===== config.mk =====
export PLATFORM = sky130hd
export DESIGN_NAME = bridge_io_window_and_control_regs
export DESIGN_NICKNAME = d
export VERILOG_FILES = /design/src/logic/bridge_cfg_pkg.sv /design/src/logic/bridge_io_window_and_control_regs.sv
export SDC_FILE = /design/constraint.sdc
export NUM_CORES = 1
export LEC_CHECK = 0
export BUFFER_PORTS_ARGS = -buffer_cell sky130_fd_sc_hd__buf_2
export CORE_ASPECT_RATIO = 1.75
export CORE_MARGIN = 4
export CORE_UTILIZATION = 50
export CTS_BUF_LIST = sky130_fd_sc_hd__clkbuf_4 sky130_fd_sc_hd__clkbuf_8
export CTS_CLUSTER_DIAMETER = 80
export CTS_CLUSTER_SIZE = 40
export DETAILED_ROUTE_END_ITERATION = 16
export GPL_TIMING_DRIVEN = 0
export PLACE_DENSITY_LB_ADDON = 0.3
export SYNTH_ARGS = -nofsm -noshare
export SYNTH_HDL_FRONTEND = slang
export SYNTH_SLANG_ARGS = --single-unit
export TNS_END_PERCENT = 30

===== constraint.sdc =====
create_clock -name CLK -period 3.43 [get_ports CLK]
set_input_delay 0.1715 -clock CLK [delete_from_list [all_inputs] [get_ports CLK]]
set_output_delay 0.1715 -clock CLK [all_outputs]
set_load 0.01 [all_outputs]

===== src/logic/bridge_cfg_pkg.sv =====
// Constants and carriers for the bridge I/O window and control registers.
// Assumes configuration accesses arrive already decoded to this header region.
package bridge_cfg_pkg;
   // Register byte offsets in the type-1 header
   localparam logic [7:0] IO_BASE_HIGH_OFS = 8'h30;
   localparam logic [7:0] IO_LIMIT_HIGH_OFS = 8'h32;
   localparam logic [7:0] CAP_PTR_OFS = 8'h34;
   localparam logic [7:0] INT_LINE_OFS = 8'h3c;
   localparam logic [7:0] INT_PIN_OFS = 8'h3d;
   localparam logic [7:0] BRIDGE_CTRL_OFS = 8'h3e;
   localparam int DWORD_LSB = 2;
   // Reset and fixed values
   localparam logic [15:0] IO_WINDOW_RST = 16'h0000;
   localparam logic [7:0] CAP_PTR_VALUE = 8'h40;
   localparam logic [7:0] INT_LINE_RST = 8'hff;
   localparam logic [7:0] INT_PIN_VALUE = 8'h00;
   // Bridge control bit positions (within the 16-bit register)
   localparam int BC_MSG_EN_BIT = 11;
   localparam int BC_FLAG_BIT = 10;
   localparam int BC_PERIOD_BIT = 9;
   // Byte lane of the dword at 3Ch holding bridge control bits 15:8
   localparam int BC_HIGH_LANE = 3;
   // Discard timer periods in PCI clocks
   localparam int DT_LONG_CYCLES = 32768;
   localparam int DT_SHORT_CYCLES = 1024;
   localparam int DT_CNT_W = 16;
   localparam logic [DT_CNT_W-1:0] DT_CNT_ZERO = 16'h0000;

   // Configuration request carrier
   typedef struct packed {
      logic wr;
      logic rd;
      logic [7:0] addr;
      logic [3:0] be;
      logic [31:0] wdata;
   } cfg_req_t;

   // Configuration read answer
   typedef struct packed {
      logic valid;
      logic [31:0] data;
   } cfg_rsp_t;

   // Error message request toward the primary interface
   typedef struct packed {
      logic valid;
      logic fatal;
   } err_msg_t;

   // Discard timer states, Gray coded
   typedef enum logic [1:0] {
      DT_IDLE = 2'b00,
      DT_RUN = 2'b01
   } dt_state_t;
endpackage : bridge_cfg_pkg


===== src/logic/bridge_io_window_and_control_regs.sv =====
// I/O window upper halves, capability pointer, interrupt bytes and upper
// bridge control bits, with the secondary discard timer and its error path.
// Assumes one core clock that also times the secondary PCI clock count.
// Notes on behaviour
// I/O base high is 16-bit RW, resets zero, low address bits zero.
// I/O limit high is 16-bit RW, resets zero, low address bits ones.
// Forward I/O downstream only when address lies within base and limit.
// Capability pointer reads fixed 40h, read-only.
// Interrupt line is scratch RW, resets FFh, affects nothing.
// Interrupt pin reads 00h, read-only.
// Secondary interrupts are passed through to the primary side.
// Bridge control bits 15:12 always read zero.
// Conventional mode, enable set, discard expiry sends error message.
// Fatal severity choosable only with advanced error reporting, else nonfatal.
// Enable clear still sends message if reporting supported and mask clear.
// Discard timer counts 2^15 or 2^10 clocks, drops unrepeated transaction.
// Discard expiry sets a read-to-clear status flag.
// Writes to pointer, pin and reserved bits are ignored.
`timescale 1ns/1ps
`default_nettype none
module bridge_io_window_and_control_regs
   import bridge_cfg_pkg::*;
#(
   parameter int DT_LONG = bridge_cfg_pkg::DT_LONG_CYCLES,
   parameter int DT_SHORT = bridge_cfg_pkg::DT_SHORT_CYCLES
)
(
   input wire logic CLK,
   input wire logic SYS_RST,
   input wire logic CE,
   input wire bridge_cfg_pkg::cfg_req_t CFG_REQ,
   output bridge_cfg_pkg::cfg_rsp_t CFG_RSP,
   input wire logic IO_REQ_VALID,
   input wire logic [31:0] IO_REQ_ADDR,
   output logic IO_FWD_VALID,
   output logic IO_FWD_HIT,
   input wire logic [3:0] SEC_INTX,
   output logic [3:0] PRI_INTX,
   input wire logic CONV_PCI_MODE,
   input wire logic AER_SUPPORTED,
   input wire logic AER_SEV_FATAL,
   input wire logic AER_DT_MASK,
   input wire logic DT_START,
   input wire logic DT_REPEAT,
   output logic DT_DISCARD,
   output bridge_cfg_pkg::err_msg_t ERR_MSG
);
   import bridge_cfg_pkg::*;

   // Merge enabled bytes of a write into a 16-bit field
   function automatic logic [15:0] merge16(input logic [15:0] old,
                                            input logic [15:0] wd,
                                            input logic [1:0] be);
      logic [15:0] res;
      res = old;
      if (be[0])
      begin
         res[7:0] = wd[7:0];
      end
      if (be[1])
      begin
         res[15:8] = wd[15:8];
      end
      return res;
   endfunction : merge16

   // Window test on the upper 16 address bits
   function automatic logic in_window(input logic [31:0] addr,
                                      input logic [15:0] base,
                                      input logic [15:0] limit);
      return (addr[31:16] >= base) && (addr[31:16] <= limit);
   endfunction : in_window

   // Dword index of a byte offset
   function automatic logic [5:0] dw(input logic [7:0] ofs);
      return ofs[7:DWORD_LSB];
   endfunction : dw

   localparam logic [DT_CNT_W-1:0] DT_LONG_LOAD = DT_CNT_W'(DT_LONG - 1);
   localparam logic [DT_CNT_W-1:0] DT_SHORT_LOAD = DT_CNT_W'(DT_SHORT - 1);

   logic [15:0] io_window_base_high_reg, io_window_base_high_next;
   logic [15:0] io_window_limit_high_reg, io_window_limit_high_next;
   logic [7:0] interrupt_route_scratch_reg, interrupt_route_scratch_next;
   logic discard_timeout_msg_en_reg, discard_timeout_msg_en_next;
   logic discard_timeout_flag_reg, discard_timeout_flag_next;
   logic secondary_discard_period_sel_reg, secondary_discard_period_sel_next;
   dt_state_t dt_state_reg, dt_state_next;
   logic [DT_CNT_W-1:0] dt_cnt_reg, dt_cnt_next;
   cfg_rsp_t rsp_reg, rsp_next;
   err_msg_t msg_reg, msg_next;
   logic discard_reg, discard_next;
   logic fwd_valid_reg, fwd_valid_next;
   logic fwd_hit_reg, fwd_hit_next;
   logic [3:0] intx_reg, intx_next;
   logic [15:0] bridge_control;
   logic [5:0] req_dw;
   logic expire;

   assign req_dw = CFG_REQ.addr[7:DWORD_LSB];
   assign expire = (dt_state_reg == DT_RUN) && !DT_REPEAT && (dt_cnt_reg == DT_CNT_ZERO);

   // Bridge control image: 15:12 and 8:0 read zero
   always_comb
   begin
      bridge_control = 16'h0000;
      bridge_control[BC_MSG_EN_BIT] = discard_timeout_msg_en_reg;
      bridge_control[BC_FLAG_BIT] = discard_timeout_flag_reg;
      bridge_control[BC_PERIOD_BIT] = secondary_discard_period_sel_reg;
   end

   // Register writes and read-to-clear flag
   always_comb
   begin
      io_window_base_high_next = io_window_base_high_reg;
      io_window_limit_high_next = io_window_limit_high_reg;
      interrupt_route_scratch_next = interrupt_route_scratch_reg;
      discard_timeout_msg_en_next = discard_timeout_msg_en_reg;
      secondary_discard_period_sel_next = secondary_discard_period_sel_reg;
      discard_timeout_flag_next = discard_timeout_flag_reg;
      if (CFG_REQ.wr && req_dw == dw(IO_BASE_HIGH_OFS))
      begin
         io_window_base_high_next = merge16(io_window_base_high_reg,
                                            CFG_REQ.wdata[15:0], CFG_REQ.be[1:0]);
         io_window_limit_high_next = merge16(io_window_limit_high_reg,
                                             CFG_REQ.wdata[31:16], CFG_REQ.be[3:2]);
      end
      else if (CFG_REQ.wr && req_dw == dw(INT_LINE_OFS))
      begin
         // Pin byte (lane 1) and reserved bits are never written
         if (CFG_REQ.be[0])
         begin
            interrupt_route_scratch_next = CFG_REQ.wdata[7:0];
         end
         if (CFG_REQ.be[BC_HIGH_LANE])
         begin
            discard_timeout_msg_en_next = CFG_REQ.wdata[16 + BC_MSG_EN_BIT];
            secondary_discard_period_sel_next = CFG_REQ.wdata[16 + BC_PERIOD_BIT];
         end
      end
      // Read of the upper control byte clears the flag
      if (CFG_REQ.rd && req_dw == dw(BRIDGE_CTRL_OFS) && CFG_REQ.be[BC_HIGH_LANE])
      begin
         discard_timeout_flag_next = 1'b0;
      end
      // A new expiry wins over the clear
      if (expire)
      begin
         discard_timeout_flag_next = 1'b1;
      end
   end

   // Register state
   always_ff @(posedge CLK or posedge SYS_RST)
   begin
      if (SYS_RST)
      begin
         io_window_base_high_reg <= IO_WINDOW_RST;
         io_window_limit_high_reg <= IO_WINDOW_RST;
         interrupt_route_scratch_reg <= INT_LINE_RST;
         discard_timeout_msg_en_reg <= 1'b0;
         discard_timeout_flag_reg <= 1'b0;
         secondary_discard_period_sel_reg <= 1'b0;
      end
      else if (CE)
      begin
         io_window_base_high_reg <= io_window_base_high_next;
         io_window_limit_high_reg <= io_window_limit_high_next;
         interrupt_route_scratch_reg <= interrupt_route_scratch_next;
         discard_timeout_msg_en_reg <= discard_timeout_msg_en_next;
         discard_timeout_flag_reg <= discard_timeout_flag_next;
         secondary_discard_period_sel_reg <= secondary_discard_period_sel_next;
      end
   end

   // Discard timer: armed when the completion reaches the queue head
   always_comb
   begin
      dt_state_next = dt_state_reg;
      dt_cnt_next = dt_cnt_reg;
      case (dt_state_reg)
         DT_IDLE:
         begin
            if (DT_START)
            begin
               dt_state_next = DT_RUN;
               dt_cnt_next = secondary_discard_period_sel_reg ? DT_SHORT_LOAD
                                                              : DT_LONG_LOAD;
            end
         end
         DT_RUN:
         begin
            if (DT_REPEAT || expire)
            begin
               dt_state_next = DT_IDLE;
            end
            else
            begin
               dt_cnt_next = dt_cnt_reg - 16'h0001;
            end
         end
         default:
         begin
            dt_state_next = DT_IDLE;
         end
      endcase
   end

   // Discard timer state
   always_ff @(posedge CLK or posedge SYS_RST)
   begin
      if (SYS_RST)
      begin
         dt_state_reg <= DT_IDLE;
         dt_cnt_reg <= DT_CNT_ZERO;
      end
      else if (CE)
      begin
         dt_state_reg <= dt_state_next;
         dt_cnt_reg <= dt_cnt_next;
      end
   end

   // Read data, forwarding decision, pass-through and error message
   always_comb
   begin
      rsp_next.valid = CFG_REQ.rd;
      rsp_next.data = 32'h0000_0000;
      if (CFG_REQ.rd && req_dw == dw(IO_BASE_HIGH_OFS))
      begin
         rsp_next.data = {io_window_limit_high_reg, io_window_base_high_reg};
      end
      else if (CFG_REQ.rd && req_dw == dw(CAP_PTR_OFS))
      begin
         rsp_next.data = {24'h000000, CAP_PTR_VALUE};
      end
      else if (CFG_REQ.rd && req_dw == dw(INT_LINE_OFS))
      begin
         rsp_next.data = {bridge_control, INT_PIN_VALUE, interrupt_route_scratch_reg};
      end
      fwd_valid_next = IO_REQ_VALID;
      fwd_hit_next = IO_REQ_VALID && in_window(IO_REQ_ADDR, io_window_base_high_reg,
                                               io_window_limit_high_reg);
      intx_next = SEC_INTX;
      discard_next = expire;
      msg_next.valid = expire && CONV_PCI_MODE &&
                       (discard_timeout_msg_en_reg || (AER_SUPPORTED && !AER_DT_MASK));
      msg_next.fatal = msg_next.valid && AER_SUPPORTED && AER_SEV_FATAL;
   end

   // Output registers
   always_ff @(posedge CLK or posedge SYS_RST)
   begin
      if (SYS_RST)
      begin
         rsp_reg <= '0;
         fwd_valid_reg <= 1'b0;
         fwd_hit_reg <= 1'b0;
         intx_reg <= 4'h0;
         discard_reg <= 1'b0;
         msg_reg <= '0;
      end
      else if (CE)
      begin
         rsp_reg <= rsp_next;
         fwd_valid_reg <= fwd_valid_next;
         fwd_hit_reg <= fwd_hit_next;
         intx_reg <= intx_next;
         discard_reg <= discard_next;
         msg_reg <= msg_next;
      end
   end

   assign CFG_RSP = rsp_reg;
   assign IO_FWD_VALID = fwd_valid_reg;
   assign IO_FWD_HIT = fwd_hit_reg;
   assign PRI_INTX = intx_reg;
   assign DT_DISCARD = discard_reg;
   assign ERR_MSG = msg_reg;
endmodule : bridge_io_window_and_control_regs
`default_nettype wire


* Word level (Yosys, flattened, before mapping)
Cells that the tools add are included.
Word-level totals: output and inout bits 42, logic and storage cells 73, flip-flop bits (word level) 103, input port bits 92
Operators by class: multiplexer cells 12, add/subtract/negate cells 1, equality and inequality tests 7, $lt $le $gt $ge 2, bitwise operators 1, reduce and logical (&&, ||, !) cells 32
Operators by type and width (number):
- two-way mux 28 bit | 2
- two-way mux 16 bit | 2
- two-way mux 32 bit | 1
- one-hot mux 16 bit (2 select lines) | 1
- == test 6 x 4 -> 1 bit (second input constant) | 3
- greater-or-equal comparator 16 bit | 1
- less-or-equal comparator 16 bit | 1
- logical NOT 16 bit | 1
- subtractor 16 x 1 -> 16 bit (second input constant) | 1
- logical AND 1 bit | 15
- two-way mux 15 bit | 1
- AND reduction 3 bit | 5
- AND reduction 4 bit | 3
- two-way mux 2 bit | 2
- inequality test 2 bit (second input constant) | 2
- one-hot mux 2 bit (2 select lines) | 1
- nonzero test 2 bit | 2
- == test 2 x 1 -> 1 bit (second input constant) | 1
- logical NOT 1 bit | 2
- logical NOT 2 bit | 1
- logical OR 1 bit | 2
- two-way mux 1 bit | 2
- inequality test 2 x 1 -> 1 bit (second input constant) | 1
- AND reduction 2 bit | 1
- inverter 1 bit | 1

* Depth between registers and ports, before layout
depth in word-level cells 7, gate-level depth with buffers 7, gate-level depth less buffers 7

* Worst setup path before layout
No wires, ideal clock.
kind register to register, from register dt_cnt_reg[0], to register dt_cnt_reg[11], buffers on the path 0, arrival 1.963 ns, library setup time 0.126 ns, slack 1.341 ns, period minus slack after synthesis 2.089 ns, data required time 3.304 ns, cell stages (with the launch flop) 7, path through dfrtp_1 -> inv_1 -> ha_1 -> or4bb_1 -> nor3_4 -> a21oi_2 -> a221o_1
On the way: longest elaborated chain between the ends 5, elaborated cells between the ends (all ways) 8, classes of those cells add/sub: 1; eq/ne: 1; mux: 2; reduce/logical: 4
RTL lines:
- start: declaration | line bridge_io_window_and_control_regs.sv:89 | logic [DT_CNT_W-1:0] dt_cnt_reg, dt_cnt_next;
- start signal: assignment | line bridge_io_window_and_control_regs.sv:220 | dt_cnt_reg <= dt_cnt_next;
- branches (longest 5 deep; another with subtractor 16 x 1 -> 16 bit)
Several ways; the timed one is not identified. The select of a mux whose other input is x is not followed. A chain may end at the register's enable or synchronous reset.

* Worst setup path in the final report
from register dt_cnt_reg[0], to register dt_cnt_reg[4]
Same word-level chain as after synthesis.

==> out/metrics.csv <==
metric,value,unit
DR vias,4025,
core area,0.009910,mm²
reg2reg path depth,7,
placed insts,693,
overall power,2.536,mW
ys flop type,dfrtp_1,
DR vias/cell,5.645,
Ports,134,
Die H,141.5,µm
H-tree levels,3,
Std-Cell Rows,48,
FMAX,422.0,MHz
crit path time final,2370,ps
WL per Instance,18.08,µm
nets,708,
Sink Count,102,
Synth async-reset ratio,100.0,%
FF-to-FF End,dt_cnt_reg[4],
Critical Path End Type,flop,
PD cells,416.7,mW/mm²
final hold vios,0,
CP startpoint kind,flop,
GP Congestion,0.8783,
Synth top area share,46.17,%
Clock Root Buffer,clkbuf_8,
Die X,84.31,µm
CP Max Fanout,9,
Die ar.,0.01193,mm²
CP arrival,2690,ps
Peak supply drop,0.0002798,V
period utilization,69.08,%
Area contributors post-synth,"dfrtp_1, mux2_2, ha_1",
syn_area_per_cell,11.25,µm²
"Cell Area, Synth",0.005095,mm²
"antenna viol nets, final",0,
setup TNS,0,ps
GRT overflow,0,
drt first pass iters,4,
vias in the first global route,4213,
P_leak,2.936,nW
largest net degree at the start of global routing,71,
synthesized flop and latch total,102,
fin. max-slew vios,0,
Clock Skew,18.04,ps
first-pass GRT wire length,21.04,mm
max reg flops,33,
DRC errors left,0,
layout cell share with drive strength beyond 1,34.07,%
"Clk Latency, worst-skew pair",390,ps
register area share after synthesis,50.29,%
"CTS clk-pin slew, worst paths",110,ps
status,finished clean,
CTS max path bufs,2,
initial antenna violation count,0,
RSZ-0062 raised after global routing,false,
hpwl dp,10.01,mm
Yosys top cell by area,dfrtp_1,
Synth cell types,47,
Setup-failing EPs final,0,
Min-Delay Startpoint,SEC_INTX[3],
TritonCTS clock tree,done,
"Area growth, synth to finish",19.47,%
Post-Syn Nets,579,
Slew headroom,51.92,%
Worst Hold End,PRI_INTX[3],
setup bufs post-CTS,0,
TritonCTS Buffers,9,
Starting Density,51.41,%
Port Buf Inserts,114,
Non-Filler Instances,713,
data required time at the worst endpoint,3750,ps
Synth Instances,453,
First DRT Iteration DRCs,194,
min-delay worst type,input port to flop,
kind of critical path,flop to flop,
total wire length,12.89,mm
"EDFF count, synth",0,
max cap viols,0,
worst slew pin tran,719.3,ps
hold depth,2,
Critical R2R Launch,dt_cnt_reg[0],
Hold WS,11.18,ps
GRT Util Overall,22.39,%
"Warnings, synthesis",0,
reg2reg setup slack,1060,ps
-- repair_timing --
| action | 4_1_cts | 5_1_grt |
|---|---|---|
| endpoints found under the hold margin | 26 | 0 |
| resized for setup | 0 | 0 |
| hold buffers | 3 | 0 |
-- metrics by stage --
| stage | setup slack [ps] | utilization (%) | area, µm² |
|---|---|---|---|
| 2_1_floorplan | 596.3 | - | 5095 |
| 3_3_place_gp | -445.0 | 58.75 | 5822 |
| 3_5_place_dp | 950.5 | 59.05 | 5852 |
| 4_1_cts | 1097 | 61.40 | 6085 |
| 5_1_grt | 982.6 | 61.40 | 6085 |
| 6_report | 1060 | 61.43 | 6087 |
-- kinds of logic (layout without fill, tap and decap cells) --
logic type / after synthesis / in the layout / synth area share (%)
xor gates and xnor gates: 5 / 5 / 0.8595
buffers and inverters: 65 / 199 / 4.838
muxes: 50 / 50 / 11.03
AOI/OAI and AO/OA: 110 / 110 / 14.83
and+or+nand+nor: 87 / 87 / 9.799
DFF: 102 / 102 / 50.29
other: 0 / 1 / 0
adders and majority gates: 34 / 34 / 8.350
-- worst max-delay path by stage --
stage / from / end / slack (ps) / depth (start not counted)
3_3_place_gp: SYS_RST / io_window_base_high_reg[14] / -440 / 2
2_1_floorplan: SYS_RST / CFG_RSP[0] / 600 / 1
4_1_cts: dt_cnt_reg[0] / dt_cnt_reg[4] / 1100 / 7
6_report: dt_cnt_reg[0] / dt_cnt_reg[4] / 1060 / 7
3_5_place_dp: CFG_REQ[43] / io_window_limit_high_reg[11] / 950 / 5
5_1_grt: dt_cnt_reg[0] / dt_cnt_reg[4] / 980 / 7
-- layer usage --
| layer | GRT usage [%] | part of all wire [%] | up-vias |
|---|---|---|---|
| li1 | - | - | 1907 |
| met1 | 24.62 | 37 | 1969 |
| met2 | 40.59 | 55 | 124 |
| met3 | 4.590 | 4.9 | 25 |
| met4 | 10.68 | 2.8 | 0 |
| met5 | 0 | 0 | - |
-- power breakdown --
group / switching [mW] / leakage [nW] / total (mW) / internal (mW)
clock network: 0.449 / 0.0982 / 0.796 / 0.346
logic: 0.215 / 1.53 / 0.383 / 0.167
registers: 0.0749 / 1.31 / 1.36 / 1.28
-- critical path: stages (launching register included) --
cell and delay, ps:
dfrtp_1 470, inv_1 160, ha_1 160, or4bb_1 540
nor3_4 370, a21oi_2 190, and4_1 260, o21ai_1 150
-- layout make-up --
cell class                 count  area (µm²)
fill                         847        3822
antenna                        1       2.502
sequential                   102        2562
clock buffer                   9       123.9
tap                          125       156.4
buffer                        13       51.30
multi-input combinational    286        2286
inverter                      52       197.7
clock inverter                 7       78.83
timing repair buffer         118       628.1
-- cell usage after synthesis, drive strengths merged, types with 3 or more instances --
library cell / count
dfrtp: 94
a2111oi: 3
a221o: 3
nor2b: 6
a22oi: 11
inv: 52
nor3: 8
or3: 3
o21ai: 26
xnor2: 5
nand4: 8
a22o: 23
clkbuf: 11
ha: 34
a21o: 6
and3: 4
a31oi: 6
mux2: 49
nor4: 4
a21oi: 19
nor2: 11
nand3: 9
dfstp: 8
nand2: 23
a21boi: 4
or4: 3
-- layout by cell type, fill, tap and decap left out, drive strengths merged, types with 8 or more instances in the layout --
master / Yosys / final
a21oi: 19 / 19
nand2: 23 / 23
a22o: 23 / 23
nand4: 8 / 8
dfstp: 8 / 8
nand3: 9 / 9
ha: 34 / 34
mux2: 49 / 49
a22oi: 11 / 11
inv: 52 / 55
buf: 2 / 117
dfrtp: 94 / 94
clkbuf: 11 / 20
nor3: 8 / 8
o21ai: 26 / 26
nor2: 11 / 11
(Power assumes the default switching activity.)
